--- src/logic/sla_pkg.sv ---
// Shared constants of the sequencing logic array: sizes, register map and bit positions
package sla_pkg;
  localparam int NUM_CELLS  = 9;
  localparam int NUM_SUPPLY = 7;
  localparam int NUM_LIN    = 4;
  localparam int NUM_PEER   = 8;
  localparam int NUM_IN     = 21;
  localparam int NUM_CFG    = 14;
  localparam int SYNC_W     = 13;

  // Byte offsets inside one cell's 16-byte window, cell n sits at (n-1) << 4
  localparam logic [3:0] OFS_PEER_INV_A   = 4'h0;
  localparam logic [3:0] OFS_PEER_IGN_A   = 4'h1;
  localparam logic [3:0] OFS_SUPPLY_INV_A = 4'h2;
  localparam logic [3:0] OFS_SUPPLY_IGN_A = 4'h3;
  localparam logic [3:0] OFS_LIN_A        = 4'h4;
  localparam logic [3:0] OFS_LIN_B        = 4'h5;
  localparam logic [3:0] OFS_WDT          = 4'h6;
  localparam logic [3:0] OFS_ENABLE       = 4'h7;
  localparam logic [3:0] OFS_PEER_INV_B   = 4'h8;
  localparam logic [3:0] OFS_PEER_IGN_B   = 4'h9;
  localparam logic [3:0] OFS_SUPPLY_INV_B = 4'hA;
  localparam logic [3:0] OFS_SUPPLY_IGN_B = 4'hB;
  localparam logic [3:0] OFS_RISE_DLY     = 4'hC;
  localparam logic [3:0] OFS_FALL_DLY     = 4'hD;
  localparam logic [3:0] OFS_STATUS       = 4'hE;

  localparam logic [7:0] CFG_RESET = 8'h00;

  // Positions in the 21-bit condition vector
  localparam int IN_SUPPLY_LSB  = 0;
  localparam int IN_LIN_LSB     = 7;
  localparam int IN_WDT_LATCHED = 11;
  localparam int IN_WDT_PULSED  = 12;
  localparam int IN_PEER_LSB    = 13;

  // Field positions
  localparam int LIN_IGN_LSB    = 4;
  localparam int WDT_LAT_INV    = 0;
  localparam int WDT_LAT_IGN    = 1;
  localparam int WDT_PUL_INV    = 2;
  localparam int WDT_PUL_IGN    = 3;
  localparam int WDT_B_LSB      = 4;
  localparam int EN_A_BIT       = 0;
  localparam int EN_B_BIT       = 1;
  localparam int OUT_INV_BIT    = 2;
  localparam int STAT_RESULT    = 0;
  localparam int STAT_DELAYED   = 1;
  localparam int STAT_OUTPUT    = 2;
endpackage

--- src/logic/sla_cell.sv ---
// One macrocell: two conditioned product terms, enable, edge delay unit and output inversion
`timescale 1ns/1ps
module sla_cell (
  input  wire logic                      clk,
  input  wire logic                      rst,
  input  wire logic [sla_pkg::NUM_IN-1:0] cond_in,
  input  wire logic [sla_pkg::NUM_IN-1:0] inv_a,
  input  wire logic [sla_pkg::NUM_IN-1:0] ign_a,
  input  wire logic [sla_pkg::NUM_IN-1:0] inv_b,
  input  wire logic [sla_pkg::NUM_IN-1:0] ign_b,
  input  wire logic [1:0]                en,
  input  wire logic                      out_inv,
  input  wire logic [7:0]                rise_dly,
  input  wire logic [7:0]                fall_dly,
  output logic                           cell_result,
  output logic                           delayed,
  output logic                           seq_out
);
  logic       term_a;
  logic       term_b;
  logic [7:0] cnt;
  logic [7:0] dly_sel;
  logic       at_limit;
  logic [7:0] next_cnt;
  logic       next_delayed;
  logic       next_seq_out;

  always_comb begin
    term_a       = &((cond_in ^ inv_a) | ign_a);
    term_b       = &((cond_in ^ inv_b) | ign_b);
    cell_result  = (en[sla_pkg::EN_A_BIT] & term_a) | (en[sla_pkg::EN_B_BIT] & term_b);
    dly_sel      = cell_result ? rise_dly : fall_dly;
    at_limit     = (cnt >= dly_sel);
    next_cnt     = 8'h00;
    next_delayed = delayed;
    // A pending edge must see the new level stable for delay+1 cycles; a bounce restarts it
    if (cell_result != delayed) begin
      if (at_limit) begin
        next_delayed = cell_result;
      end else begin
        next_cnt = cnt + 8'h01;
      end
    end
    next_seq_out = delayed ^ out_inv;
  end

  always_ff @(posedge clk) begin
    if (rst) begin
      cnt     <= 8'h00;
      delayed <= 1'b0;
      seq_out <= 1'b0;
    end else begin
      cnt     <= next_cnt;
      delayed <= next_delayed;
      seq_out <= next_seq_out;
    end
  end

  property p_ignore_all;
    @(posedge clk) disable iff (rst)
      (ign_a == {sla_pkg::NUM_IN{1'b1}} && en == 2'h1) |-> cell_result;
  endproperty
  a_ignore_all: assert property (p_ignore_all) else $error("ignored inputs did not give 1");

  property p_invert_all;
    @(posedge clk) disable iff (rst)
      (ign_a == '0 && inv_a == {sla_pkg::NUM_IN{1'b1}} && en == 2'h1)
        |-> (cell_result == ~|cond_in);
  endproperty
  a_invert_all: assert property (p_invert_all) else $error("inversion of inputs is wrong");

  property p_none_enabled;
    @(posedge clk) disable iff (rst) (en == 2'h0) |-> !cell_result;
  endproperty
  a_none_enabled: assert property (p_none_enabled) else $error("disabled cell asserted");

  property p_only_a;
    @(posedge clk) disable iff (rst) (en == 2'h1) |-> (cell_result == term_a);
  endproperty
  a_only_a: assert property (p_only_a) else $error("function A alone not selected");

  property p_either;
    @(posedge clk) disable iff (rst) (en == 2'h3) |-> (cell_result == (term_a | term_b));
  endproperty
  a_either: assert property (p_either) else $error("A or B does not combine");

  property p_rise_two;
    @(posedge clk) disable iff (rst)
      (!delayed && cnt == 8'h00 && cell_result && rise_dly == 8'h02)
        ##0 (cell_result && rise_dly == 8'h02)[*3] |=> delayed;
  endproperty
  a_rise_two: assert property (p_rise_two) else $error("rise delay of 2 not three cycles");

  property p_change_at_limit;
    @(posedge clk) disable iff (rst) $changed(delayed) |-> $past(at_limit);
  endproperty
  a_change_at_limit: assert property (p_change_at_limit) else $error("edge passed early");

  property p_out_invert;
    @(posedge clk) disable iff (rst)
      $stable(out_inv) ##1 ($stable(out_inv) && $stable(delayed))
        |-> (seq_out == (delayed ^ out_inv));
  endproperty
  a_out_invert: assert property (p_out_invert) else $error("output inversion wrong");

  c_rise:   cover property (@(posedge clk) disable iff (rst) $rose(delayed));
  c_fall:   cover property (@(posedge clk) disable iff (rst) $fell(delayed));
  c_both:   cover property (@(posedge clk) disable iff (rst) en == 2'h3 && term_b && !term_a);
endmodule

--- src/logic/sla_array.sv ---
// Sequencing logic array: input synchronisers, configuration latches and nine macrocells
`timescale 1ns/1ps
// How it works
// - Nine macrocells, each alone driving one sequenced output channel.
// - Two AND terms per cell, A and B, each can assert independently.
// - Each term sees 7 supply faults, 4 inputs, two watchdog bits, 8 peers.
// - A cell's own delayed output never enters its own terms.
// - All 21 inputs wired to both terms; selection only by configuration bits.
// - Each input XORed with its invert bit before the AND.
// - After inversion, each input ORed with its ignore bit, forcing 1.
// - Every function of every cell has its own invert and ignore bits.
// - Per-cell enable picks A, B or both for the cell result.
// - Cell result passes through separate rising and falling delays.
// - Delayed output optionally inverted before driving the channel.
// - Configuration latched locally, cleared to zero at reset, rewritable over the parallel byte register port.
// - Supply fault inputs are 1 on fault, 0 when in tolerance.
// - All invert and ignore bytes reset to zero.
module sla_array (
  input  wire logic                           clk,
  input  wire logic                           rst,
  input  wire logic [sla_pkg::NUM_SUPPLY-1:0] supply_fault,
  input  wire logic [sla_pkg::NUM_LIN-1:0]    general_logic_input,
  input  wire logic                           watchdog_latched,
  input  wire logic                           watchdog_pulsed,
  input  wire logic                           reg_wr_en,
  input  wire logic [7:0]                     reg_addr,
  input  wire logic [7:0]                     reg_wr_data,
  output logic      [7:0]                     reg_rd_data,
  output logic      [sla_pkg::NUM_CELLS-1:0]  sequenced_output
);
  localparam int NC = sla_pkg::NUM_CELLS;
  localparam int NI = sla_pkg::NUM_IN;

  logic [sla_pkg::SYNC_W-1:0] pin_raw;
  logic [sla_pkg::SYNC_W-1:0] sync1;
  logic [sla_pkg::SYNC_W-1:0] sync2;
  logic [sla_pkg::SYNC_W-1:0] sync3;
  logic [sla_pkg::SYNC_W-1:0] pin_flt;
  logic [sla_pkg::SYNC_W-1:0] next_pin_flt;

  logic [7:0] cfg      [NC][sla_pkg::NUM_CFG];
  logic [7:0] next_cfg [NC][sla_pkg::NUM_CFG];
  logic [7:0] next_rd_data;

  logic [NC-1:0] cell_result;
  logic [NC-1:0] delayed;
  logic [NC-1:0] seq_out;

  assign pin_raw = {watchdog_pulsed, watchdog_latched, general_logic_input, supply_fault};

  // A pin level is accepted only once two late stages agree, so one metastable sample is not seen
  always_comb begin
    next_pin_flt = pin_flt;
    for (int i = 0; i < sla_pkg::SYNC_W; i++) begin
      if (sync2[i] == sync3[i]) begin
        next_pin_flt[i] = sync3[i];
      end
    end
  end

  always_ff @(posedge clk) begin
    if (rst) begin
      sync1   <= '0;
      sync2   <= '0;
      sync3   <= '0;
      pin_flt <= '0;
    end else begin
      sync1   <= pin_raw;
      sync2   <= sync1;
      sync3   <= sync2;
      pin_flt <= next_pin_flt;
    end
  end

  // Configuration latches; cell n occupies addresses (n-1)*16 .. (n-1)*16+13
  // Status byte is read only; a write to it is dropped like any unmapped byte
  always_comb begin
    next_cfg = cfg;
    if (reg_wr_en && reg_addr[7:4] < 4'(NC) && reg_addr[3:0] < 4'(sla_pkg::NUM_CFG)) begin
      next_cfg[reg_addr[7:4]][reg_addr[3:0]] = reg_wr_data;
    end
    next_rd_data = 8'h00;
    if (reg_addr[7:4] < 4'(NC)) begin
      if (reg_addr[3:0] < 4'(sla_pkg::NUM_CFG)) begin
        next_rd_data = cfg[reg_addr[7:4]][reg_addr[3:0]];
      end else if (reg_addr[3:0] == sla_pkg::OFS_STATUS) begin
        next_rd_data[sla_pkg::STAT_RESULT]  = cell_result[reg_addr[7:4]];
        next_rd_data[sla_pkg::STAT_DELAYED] = delayed[reg_addr[7:4]];
        next_rd_data[sla_pkg::STAT_OUTPUT]  = seq_out[reg_addr[7:4]];
      end
    end
  end

  always_ff @(posedge clk) begin
    if (rst) begin
      for (int c = 0; c < NC; c++) begin
        for (int r = 0; r < sla_pkg::NUM_CFG; r++) begin
          cfg[c][r] <= sla_pkg::CFG_RESET;
        end
      end
      reg_rd_data <= 8'h00;
    end else begin
      cfg         <= next_cfg;
      reg_rd_data <= next_rd_data;
    end
  end

  assign sequenced_output = seq_out;

  genvar g;
  generate
    for (g = 0; g < NC; g++) begin : g_cell
      logic [NI-1:0] cond_in;
      logic [NI-1:0] inv_a;
      logic [NI-1:0] ign_a;
      logic [NI-1:0] inv_b;
      logic [NI-1:0] ign_b;
      logic [7:0]    wdt;
      logic [7:0]    peers;

      // Peers in ascending cell order with this cell's own output left out
      always_comb begin
        peers = 8'h00;
        for (int k = 0; k < NC - 1; k++) begin
          peers[k] = (k < g) ? delayed[k] : delayed[k + 1];
        end
      end

      // Watchdog byte serves both functions: low nibble for A, high nibble for B
      assign wdt     = cfg[g][sla_pkg::OFS_WDT];
      assign cond_in = {peers, pin_flt};
      assign inv_a = {cfg[g][sla_pkg::OFS_PEER_INV_A],
                      wdt[sla_pkg::WDT_PUL_INV], wdt[sla_pkg::WDT_LAT_INV],
                      cfg[g][sla_pkg::OFS_LIN_A][3:0],
                      cfg[g][sla_pkg::OFS_SUPPLY_INV_A][6:0]};
      assign ign_a = {cfg[g][sla_pkg::OFS_PEER_IGN_A],
                      wdt[sla_pkg::WDT_PUL_IGN], wdt[sla_pkg::WDT_LAT_IGN],
                      cfg[g][sla_pkg::OFS_LIN_A][sla_pkg::LIN_IGN_LSB +: 4],
                      cfg[g][sla_pkg::OFS_SUPPLY_IGN_A][6:0]};
      assign inv_b = {cfg[g][sla_pkg::OFS_PEER_INV_B],
                      wdt[sla_pkg::WDT_B_LSB + sla_pkg::WDT_PUL_INV],
                      wdt[sla_pkg::WDT_B_LSB + sla_pkg::WDT_LAT_INV],
                      cfg[g][sla_pkg::OFS_LIN_B][3:0],
                      cfg[g][sla_pkg::OFS_SUPPLY_INV_B][6:0]};
      assign ign_b = {cfg[g][sla_pkg::OFS_PEER_IGN_B],
                      wdt[sla_pkg::WDT_B_LSB + sla_pkg::WDT_PUL_IGN],
                      wdt[sla_pkg::WDT_B_LSB + sla_pkg::WDT_LAT_IGN],
                      cfg[g][sla_pkg::OFS_LIN_B][sla_pkg::LIN_IGN_LSB +: 4],
                      cfg[g][sla_pkg::OFS_SUPPLY_IGN_B][6:0]};

      sla_cell u_cell (
        .clk         (clk),
        .rst         (rst),
        .cond_in     (cond_in),
        .inv_a       (inv_a),
        .ign_a       (ign_a),
        .inv_b       (inv_b),
        .ign_b       (ign_b),
        .en          (cfg[g][sla_pkg::OFS_ENABLE][1:0]),
        .out_inv     (cfg[g][sla_pkg::OFS_ENABLE][sla_pkg::OUT_INV_BIT]),
        .rise_dly    (cfg[g][sla_pkg::OFS_RISE_DLY]),
        .fall_dly    (cfg[g][sla_pkg::OFS_FALL_DLY]),
        .cell_result (cell_result[g]),
        .delayed     (delayed[g]),
        .seq_out     (seq_out[g])
      );
    end
  endgenerate

  property p_write_lands;
    @(posedge clk) disable iff (rst)
      (reg_wr_en && reg_addr == 8'h01) |=> (cfg[0][1] == $past(reg_wr_data));
  endproperty
  a_write_lands: assert property (p_write_lands) else $error("write not latched");

  property p_reset_zero;
    @(posedge clk) disable iff (rst)
      $fell(rst) |-> (cfg[0][0] == 8'h00 && cfg[8][11] == 8'h00 && cfg[4][7] == 8'h00);
  endproperty
  a_reset_zero: assert property (p_reset_zero) else $error("config not zero after reset");

  property p_readback;
    @(posedge clk) disable iff (rst)
      (reg_wr_en && reg_addr == 8'h10) ##1 (!reg_wr_en && reg_addr == 8'h10)
        |=> (reg_rd_data == $past(reg_wr_data, 2));
  endproperty
  a_readback: assert property (p_readback) else $error("readback mismatch");

  // Routing and map checks; the term logic itself is checked inside each cell
  property p_peer_first;
    @(posedge clk) disable iff (rst)
      (g_cell[0].peers == delayed[8:1]) && (g_cell[8].peers == delayed[7:0]);
  endproperty
  a_peer_first: assert property (p_peer_first) else $error("own output fed back");

  property p_peer_mid;
    @(posedge clk) disable iff (rst) g_cell[4].peers == {delayed[8:5], delayed[3:0]};
  endproperty
  a_peer_mid: assert property (p_peer_mid) else $error("peer order wrong at cell 5");

  property p_sync_agree;
    @(posedge clk) disable iff (rst) (sync2 == sync3) |=> (pin_flt == $past(sync3));
  endproperty
  a_sync_agree: assert property (p_sync_agree) else $error("agreed pin level not taken");

  property p_status_read;
    @(posedge clk) disable iff (rst)
      (reg_addr == 8'h0E) |=> (reg_rd_data == {5'h00, $past(seq_out[0]), $past(delayed[0]),
                                               $past(cell_result[0])});
  endproperty
  a_status_read: assert property (p_status_read) else $error("status byte wrong");

  property p_unmapped_read;
    @(posedge clk) disable iff (rst)
      (reg_addr[7:4] > 4'h8 || reg_addr[3:0] == 4'hF) |=> (reg_rd_data == 8'h00);
  endproperty
  a_unmapped_read: assert property (p_unmapped_read) else $error("unmapped byte not zero");

  c_out0: cover property (@(posedge clk) disable iff (rst) $rose(sequenced_output[0]));
  c_peer: cover property (@(posedge clk) disable iff (rst) delayed[0] && cell_result[1]);
endmodule

--- config.mk ---
export PLATFORM = sky130hd
export DESIGN_NAME = sla_array
export DESIGN_NICKNAME = d
export VERILOG_FILES = /design/src/logic/sla_pkg.sv /design/src/logic/sla_cell.sv /design/src/logic/sla_array.sv
export SDC_FILE = /design/constraint.sdc
export NUM_CORES = 2
export LEC_CHECK = 0
export BUFFER_PORTS_ARGS = -buffer_cell sky130_fd_sc_hd__buf_4
export CAP_MARGIN = 20
export CORE_MARGIN = 10
export CORE_UTILIZATION = 60
export CTS_CLUSTER_DIAMETER = 200
export DETAILED_ROUTE_END_ITERATION = 10
export GPL_ROUTABILITY_DRIVEN = 0
export MAX_ROUTING_LAYER = met4
export PLACE_DENSITY = 0.76
export SYNTH_ARGS = -nofsm -noshare
export SYNTH_HDL_FRONTEND = slang
export SYNTH_SLANG_ARGS = --single-unit
--- constraint.sdc ---
create_clock -name clk -period 4.51 [get_ports clk]
set_clock_uncertainty 0.1 [all_clocks]
set_input_delay 0.2255 -clock clk [delete_from_list [all_inputs] [get_ports clk]]
set_output_delay 0.2255 -clock clk [all_outputs]
set_load 0.02 [all_outputs]
## Word-level counts from Yosys, hierarchy flattened

Cells that the tools add are included.

- Register bits after elaboration: 1158
- Input port bits: 32
- Output and inout bits: 17
- Word-level logic and storage cells: 374

- Add/sub/neg operators: 9
- Magnitude comparators: 16
- Eq/ne operators: 23
- Mux-type cells: 28
- Bitwise operators: 85
- Reduce and logical (&&, ||, !) cells: 42

Operators by type and width:

| cell | count |
|---|---|
| $bwmux W1008 | 1 |
| $bmux W112 S4 | 1 |
| $demux W112 S4 | 1 |
| $or A21 B21 Y21 | 18 |
| $reduce_and A21 Y1 | 18 |
| $xor A21 B21 Y21 | 18 |
| $mux W112 | 3 |
| $mux W8 | 12 |
| $add A8 B1 Y8 const B | 9 |
| $ge A8 B8 Y1 | 9 |
| $bmux W8 S4 | 1 |
| $demux W8 S4 | 1 |
| $reduce_or A3 Y1 | 10 |
| $and A1 B1 Y1 | 18 |
| $reduce_and A2 Y1 | 9 |
| $eq A1 B1 Y1 | 13 |
| $bmux W1 S4 | 3 |
| $not A1 Y1 | 11 |
| $ge A5 B5 Y1 const B | 2 |
| $lt A5 B1 Y1 const B | 2 |
| $not A4 Y5 | 2 |
| $ne A1 B1 Y1 | 9 |
| $or A1 B1 Y1 | 9 |
| $xor A1 B1 Y1 | 9 |
| other kinds (7) | 14 |

## Depth between registers and ports, before layout

- Word-level depth: 9
- Depth in mapped cells: 20
- Gate-level depth less buffers: 17

## Hierarchy

Synthesis repeated with hierarchy kept, for this count alone.

- Cells, all modules: 6871
- Area total of the unflattened synthesis: 59055.4 um^2

By module, submodules not included:

| module | times used | cells each | area each (um^2) | seq. area each (um^2) |
|---|---|---|---|---|
| sla_array | 1 | 5552 | 47078.9 | 21380.5 |
| sla_cell (g_cell[0].u_cell ...) | 8 | 141 | 1305.0 | 200.2 |
| sla_cell (g_cell[8].u_cell) | 1 | 191 | 1536.5 | 200.2 |

## Worst setup path before layout

OpenSTA, ideal clock, no wires.

- Path kind: flip-flop to flip-flop
- From: register g_cell[2].u_cell.delayed
- To: register g_cell[7].u_cell.delayed
- Library setup time: 0.091 ns
- Arrival: 3.506 ns
- Data required time: 4.319 ns
- Slack: 0.813 ns
- Cell stages (with the launch flop): 18
- Path buffers: 2
- Clock period less this slack: 3.697 ns
- Cell sequence: dfxtp_1 -> buf_4 -> buf_4 -> xor2_1 -> o22ai_1 -> nor4_1 -> nand3_1 -> nand2_2 -> mux2_2 -> ha_1 -> nand2b_1 -> a21o_1 -> a21o_1 -> a21o_1 -> a21o_1 -> a21oi_1 -> o21ai_1 -> a311oi_1

- Longest elaborated chain between the ends: 8
- Elaborated cells on any way between the ends: 13
- Classes of those cells: 1 x order compare; 1 x eq/ne; 1 x mux; 7 x bitwise; 3 x reduce/logical

Ends and longest elaborated chain:

| what | line | RTL |
|---|---|---|
| start, declared | sla_cell.sv:16 | `output logic delayed,` |
| start signal, assigned | sla_cell.sv:54 | `delayed <= next_delayed;` |
| $xor A21 B21 Y21 (on tied branches) | sla_cell.sv:29, sla_cell.sv:30 |  |
| $or A21 B21 Y21 (on tied branches) | sla_cell.sv:29, sla_cell.sv:30 |  |
| $reduce_and A21 Y1 (on tied branches) | sla_cell.sv:29, sla_cell.sv:30 |  |
| $and A1 B1 Y1 | sla_cell.sv:31 | `cell_result = (en[sla_pkg::EN_A_BIT] & term_a) \| (en[sla_pkg::EN_B_BIT] & term_b);` |
| $or A1 B1 Y1 (*) | sla_cell.sv:31 |  |
| $mux W8 | sla_cell.sv:32 | `dly_sel = cell_result ? rise_dly : fall_dly;` |
| $ge A8 B8 Y1 | sla_cell.sv:33 | `at_limit = (cnt >= dly_sel);` |
| $reduce_and A2 Y1 (no source line) | - |  |
| end signal, assigned | sla_cell.sv:54 |  |
| end, declared | sla_cell.sv:16 |  |

Every way passes the cells marked *; elsewhere a longest branch is shown, timed or not.
A chain may end at the register's enable or synchronous reset.

## Final worst setup path

- From: register pin_flt[11] (netlist bit)
- To: register g_cell[5].u_cell.delayed

- Longest elaborated chain between the ends: 8
- Elaborated cells on any way between the ends: 13
- Classes of those cells: 1 x order compare; 1 x eq/ne; 1 x mux; 7 x bitwise; 3 x reduce/logical

Ends and longest elaborated chain:

| what | line | RTL |
|---|---|---|
| start, declared | sla_array.sv:38 | `logic [sla_pkg::SYNC_W-1:0] pin_flt;` |
| start signal, assigned | sla_array.sv:71 | `pin_flt <= next_pin_flt;` |
| $xor A21 B21 Y21 (on tied branches) | sla_cell.sv:29, sla_cell.sv:30 |  |
| $or A21 B21 Y21 (on tied branches) | sla_cell.sv:29, sla_cell.sv:30 |  |
| $reduce_and A21 Y1 (on tied branches) | sla_cell.sv:29, sla_cell.sv:30 |  |
| $and A1 B1 Y1 | sla_cell.sv:31 |  |
| $or A1 B1 Y1 (*) | sla_cell.sv:31 |  |
| $mux W8 | sla_cell.sv:32 |  |
| $ge A8 B8 Y1 | sla_cell.sv:33 |  |
| $reduce_and A2 Y1 (no source line) | - |  |
| end signal, assigned | sla_cell.sv:54 |  |
| end, declared | sla_cell.sv:16 |  |

Marks and branches as above.

==> flow_results.org <==
** Status
- The run finished, with violations left.
- Violations in the final reports :: design-rule violations

** Critical path
- Along the worst path, the maximum fanout reaches 11.
- Internal reg-to-reg setup slack :: 0.10 ns
- Worst Setup End Kind :: flop
- The cell that appears most often on the critical path is a21o_1.
- Start-to-end type of the worst setup path :: flop to flop
- STA puts the critical path data arrival time at 4.93 ns.
- The slowest stage of the critical path belongs to the cell nor4_1.
- The worst register-to-register path begins at pin_flt[11].
- Launching element type of the critical path :: flop
- Slowest stage delay, CP :: 0.38 ns
- Required time of the worst setup path :: 5.03 ns
- In this run the critical register-to-register path is captured at g_cell[5].u_cell.delayed.
- R2r worst-path depth :: 17
- Critical path cell sequence :: buf_6 > buf_4 > xor2_1 > o22ai_1 > nor4_1 > nand3_2 > nand2_2 > mux2_2 > ha_1 > nand2b_1 > a21o_1 > a21o_1 > a21o_1 > a21o_1 > a21oi_1 > o21ai_2 > a311oi_1

** Drt
- The count of nets left with antenna violations once routing finished came out at 0.
- The highest layer touched by signal routing is met4.
- Wirelength, routed :: 218000 µm
- For this run, design rule violations remaining after detail routing come to 3.
- After detailed routing, the average wire length per cell comes to 27.0 µm.
- Detailed routing placed a total of 34700 µm of wire on met3.
- For this block, the via count after detailed routing is 54800.
- Using the TritonRoute via totals, the vias-per-cell ratio works out to 6.78.
- Starting DRC count in detailed routing :: 10400
- Routed length on met2 :: 88000 µm
- Routed length on met1 :: 75000 µm
- Pre-antenna DRT Iters :: 11

** Clock tree
- Latest clock arrival within the worst-skew pair :: 0.74 ns
- Number of buffers created by CTS :: 117
- The H-tree was split into 3 levels.
- TritonCTS built the clock tree.
- For this design, the sink count on the clock tree is 1158.
- Maximum clock path buffer count :: 3
- Root buffer cell :: clkbuf_16
- Clock-pin slew on the worst setup and hold paths :: 0.07 ns

** Run
- The tool flagged a number of max-cap violations equal to 0.

** Cells and area
- Share of layout cells above drive strength 1 :: 0.104
- The finished cells cover 62800 µm².
- Layout overhead on the synthesized area :: 10.2%
- Highest-count cells in the layout ignoring fill and taps :: nand2_1, dfxtp_1, a21oi_1
- After the flow finishes, the layout carries non-filler instances totaling 8076.
- After the last flow step, the layout net total stands at 6838.
- The library cell used most frequently in the layout, excluding fill and tap cells, is nand2_1.

** Synthesis
- Synthesis produced a netlist with a net count of 6993.
- Sequential share of the synthesized area :: 0.407
- Synthesis instantiated 52 different standard cells from the library.
- Synthesis-stage register bit count :: 1158
- Fraction of synthesis flops using an asynchronous set or reset pin :: 0
- Each instance of the synthesized netlist takes up on average 8.28 µm².
- Synthesis produced 6880 cells.
- Syn. warnings :: 0
- The synthesized netlist occupies a cell area of 57000 µm².
- Top flip-flop cell by instance count after synthesis :: dfxtp_1
- Number of synthesized flops with an enable pin :: 0

** Pwr
- Across the VDD grid, the largest voltage drop is 349 µV.
- Ratio of total power to cell area :: 343 nW/µm²
- Leak :: 0.0218 µW

** Place
- Final HPWL from detailed placement :: 147000 µm
- In this run, placement finished with an instance count of 7836.
- Input and output buffers added on the ports amount to 48.
- Summing all placed instances gives a cell area of 58400 µm².

** Die
- The initial utilization of the core area, before any placement, comes to 0.608.
- Row generation in the floorplan step produced 112 rows.
- Count of boundary I/O pins :: 49
- Die area :: 108000 µm²
- The floorplan step set the die width to 328 µm.
- Core area :: 93700 µm²
- The floorplan step set the die height to 328 µm.

** Timing
- Post-route fraction of the period consumed by the critical path :: 0.977
- Pins Over Slew Limit :: 0
- For the pin with the worst max-slew slack, the measured transition is 1.22 ns.
- Headroom to the max-slew limit came out at 0.188.
- Maximum achievable frequency :: 227 MHz
- Setup violations remaining at the end of the flow were counted as 0.
- The final count of hold timing violations is 0.
- Subtracting the final worst setup slack from the clock period gives 4.41 ns.

** Hold path
- HP Class :: input pin to flop
- Worst hold start :: reg_wr_data[0]
- Hold endpoint :: cfg[736]
- Counting instances, the worst hold path has a depth of 3.

** GRT
- Largest net degree at the start of global routing :: 157
- The initial antenna violation count came to 2.
- The first global-routing pass estimated 320000 µm of wire.
- All-Layer GR Usage :: 0.399
- GRT Residual Overflow :: 0
- The number of global-route vias before repair is 50600.
## metrics by stage
step                setup TNS, ns  power, µW  utilization  setup WS, ns  hold slack, ns
floorplan                       0      11100            -         0.813           0.254
global placement                0      11400        0.623         0.136           0.316
detailed placement              0      11400        0.623        0.0260           0.323
CTS                             0      21400        0.667        0.0131          0.0178
global route               -0.312      21900        0.670       -0.0975          0.0486
finish                          0      21500        0.670         0.104          0.0312
## worst max-delay path: cells and delay by family, from the launching register on
kind / cells / cell delay [ns]
compound gates: 8 / 1.54
simple gates: 4 / 1.00
buf+inv: 2 / 0.46
flops: 1 / 0.37
mux: 1 / 0.35
fa+ha+maj: 1 / 0.27
xor+xnor: 1 / 0.17
## cell type report
cell class              count  area (µm²)
multi-input cells        5185       31600
fillers                  7463       31000
flip-flops and latches   1158       23200
clock buffers             167        3440
repair buffers            231        2340
well taps                1254        1570
clock inverters            46         553
inverters                  32         121
diodes                      3        7.51
## worst max path at each step
stage / start / endpoint / slack, ns / depth (start not counted)
2_1_floorplan: g_cell[2].u_cell.delayed / g_cell[7].u_cell.delayed / 0.81 / 17
3_3_place_gp: pin_flt[2] / g_cell[6].u_cell.delayed / 0.14 / 16
3_5_place_dp: pin_flt[2] / g_cell[6].u_cell.cnt[3] / 0.03 / 16
4_1_cts: pin_flt[2] / g_cell[6].u_cell.cnt[7] / 0.01 / 16
5_1_grt: pin_flt[7] / g_cell[4].u_cell.cnt[1] / -0.1 / 17
6_report: pin_flt[11] / g_cell[5].u_cell.delayed / 0.10 / 17
## cell usage after synthesis, types with 21 or more instances
library cell	number	share of area
nor2b_1	46	0.0051
nor4_1	38	0.0042
nand2_1	1896	0.12
nor3_1	45	0.0040
and3_1	21	0.0023
a21oi_1	1120	0.098
buf_2	60	0.0053
mux4_2	238	0.094
nor2_1	227	0.015
xor2_1	420	0.065
mux2i_1	63	0.011
a21o_1	36	0.0047
clkbuf_1	354	0.023
dfxtp_1	1158	0.41
buf_4	54	0.0071
o21ai_0	371	0.033
nand3_1	71	0.0062
nor4b_1	56	0.0086
ha_1	81	0.018
a22oi_1	116	0.015
xnor2_1	30	0.0046
o22ai_1	210	0.023
inv_1	31	0.0020
## repair_timing
item	CTS	global route
hold endpoints to repair	100	0
endpoints found under the setup margin	2	63
buffers inserted	0	1
resized for setup	1	26
pin swaps	0	1
hold buffers	18	0
## logic make-up (layout without fill, tap and decap cells)
family / after synthesis / after routing / share of synthesized area
compound gates: 1907 / 1907 / 0.182
xor+xnor: 450 / 450 / 0.0692
fa+ha+maj: 81 / 81 / 0.0178
buf+inv: 537 / 476 / 0.0426
flops: 1158 / 1158 / 0.407
mux: 306 / 306 / 0.106
other cells: 0 / 3 / 0
simple gates: 2441 / 2441 / 0.176
## routing by layer
| layer | vias up | track usage |
|---|---|---|
| met5 | - | - |
| met4 | 0 | 0.285 |
| met3 | 1235 | 0.147 |
| met2 | 4560 | 0.548 |
| met1 | 25400 | 0.477 |
| li1 | 23600 | - |
## where the power goes
group	switching, µW	total (µW)	internal (µW)
Combinational	787	1030	240
Sequential	18.2	10300	10300
Clock	4370	10200	5870
## flip-flops by register name (all words and copies together), names as in the netlist
signal and cells:
cfg 936, g_cell.u_cell.cnt 72, g_cell.u_cell.delayed 9, g_cell.u_cell.seq_out 9, g_cell.wdt 72, pin_flt 13
reg_rd_data 8, sync1 13, sync2 13, sync3 13
(Power assumes the default switching activity.)
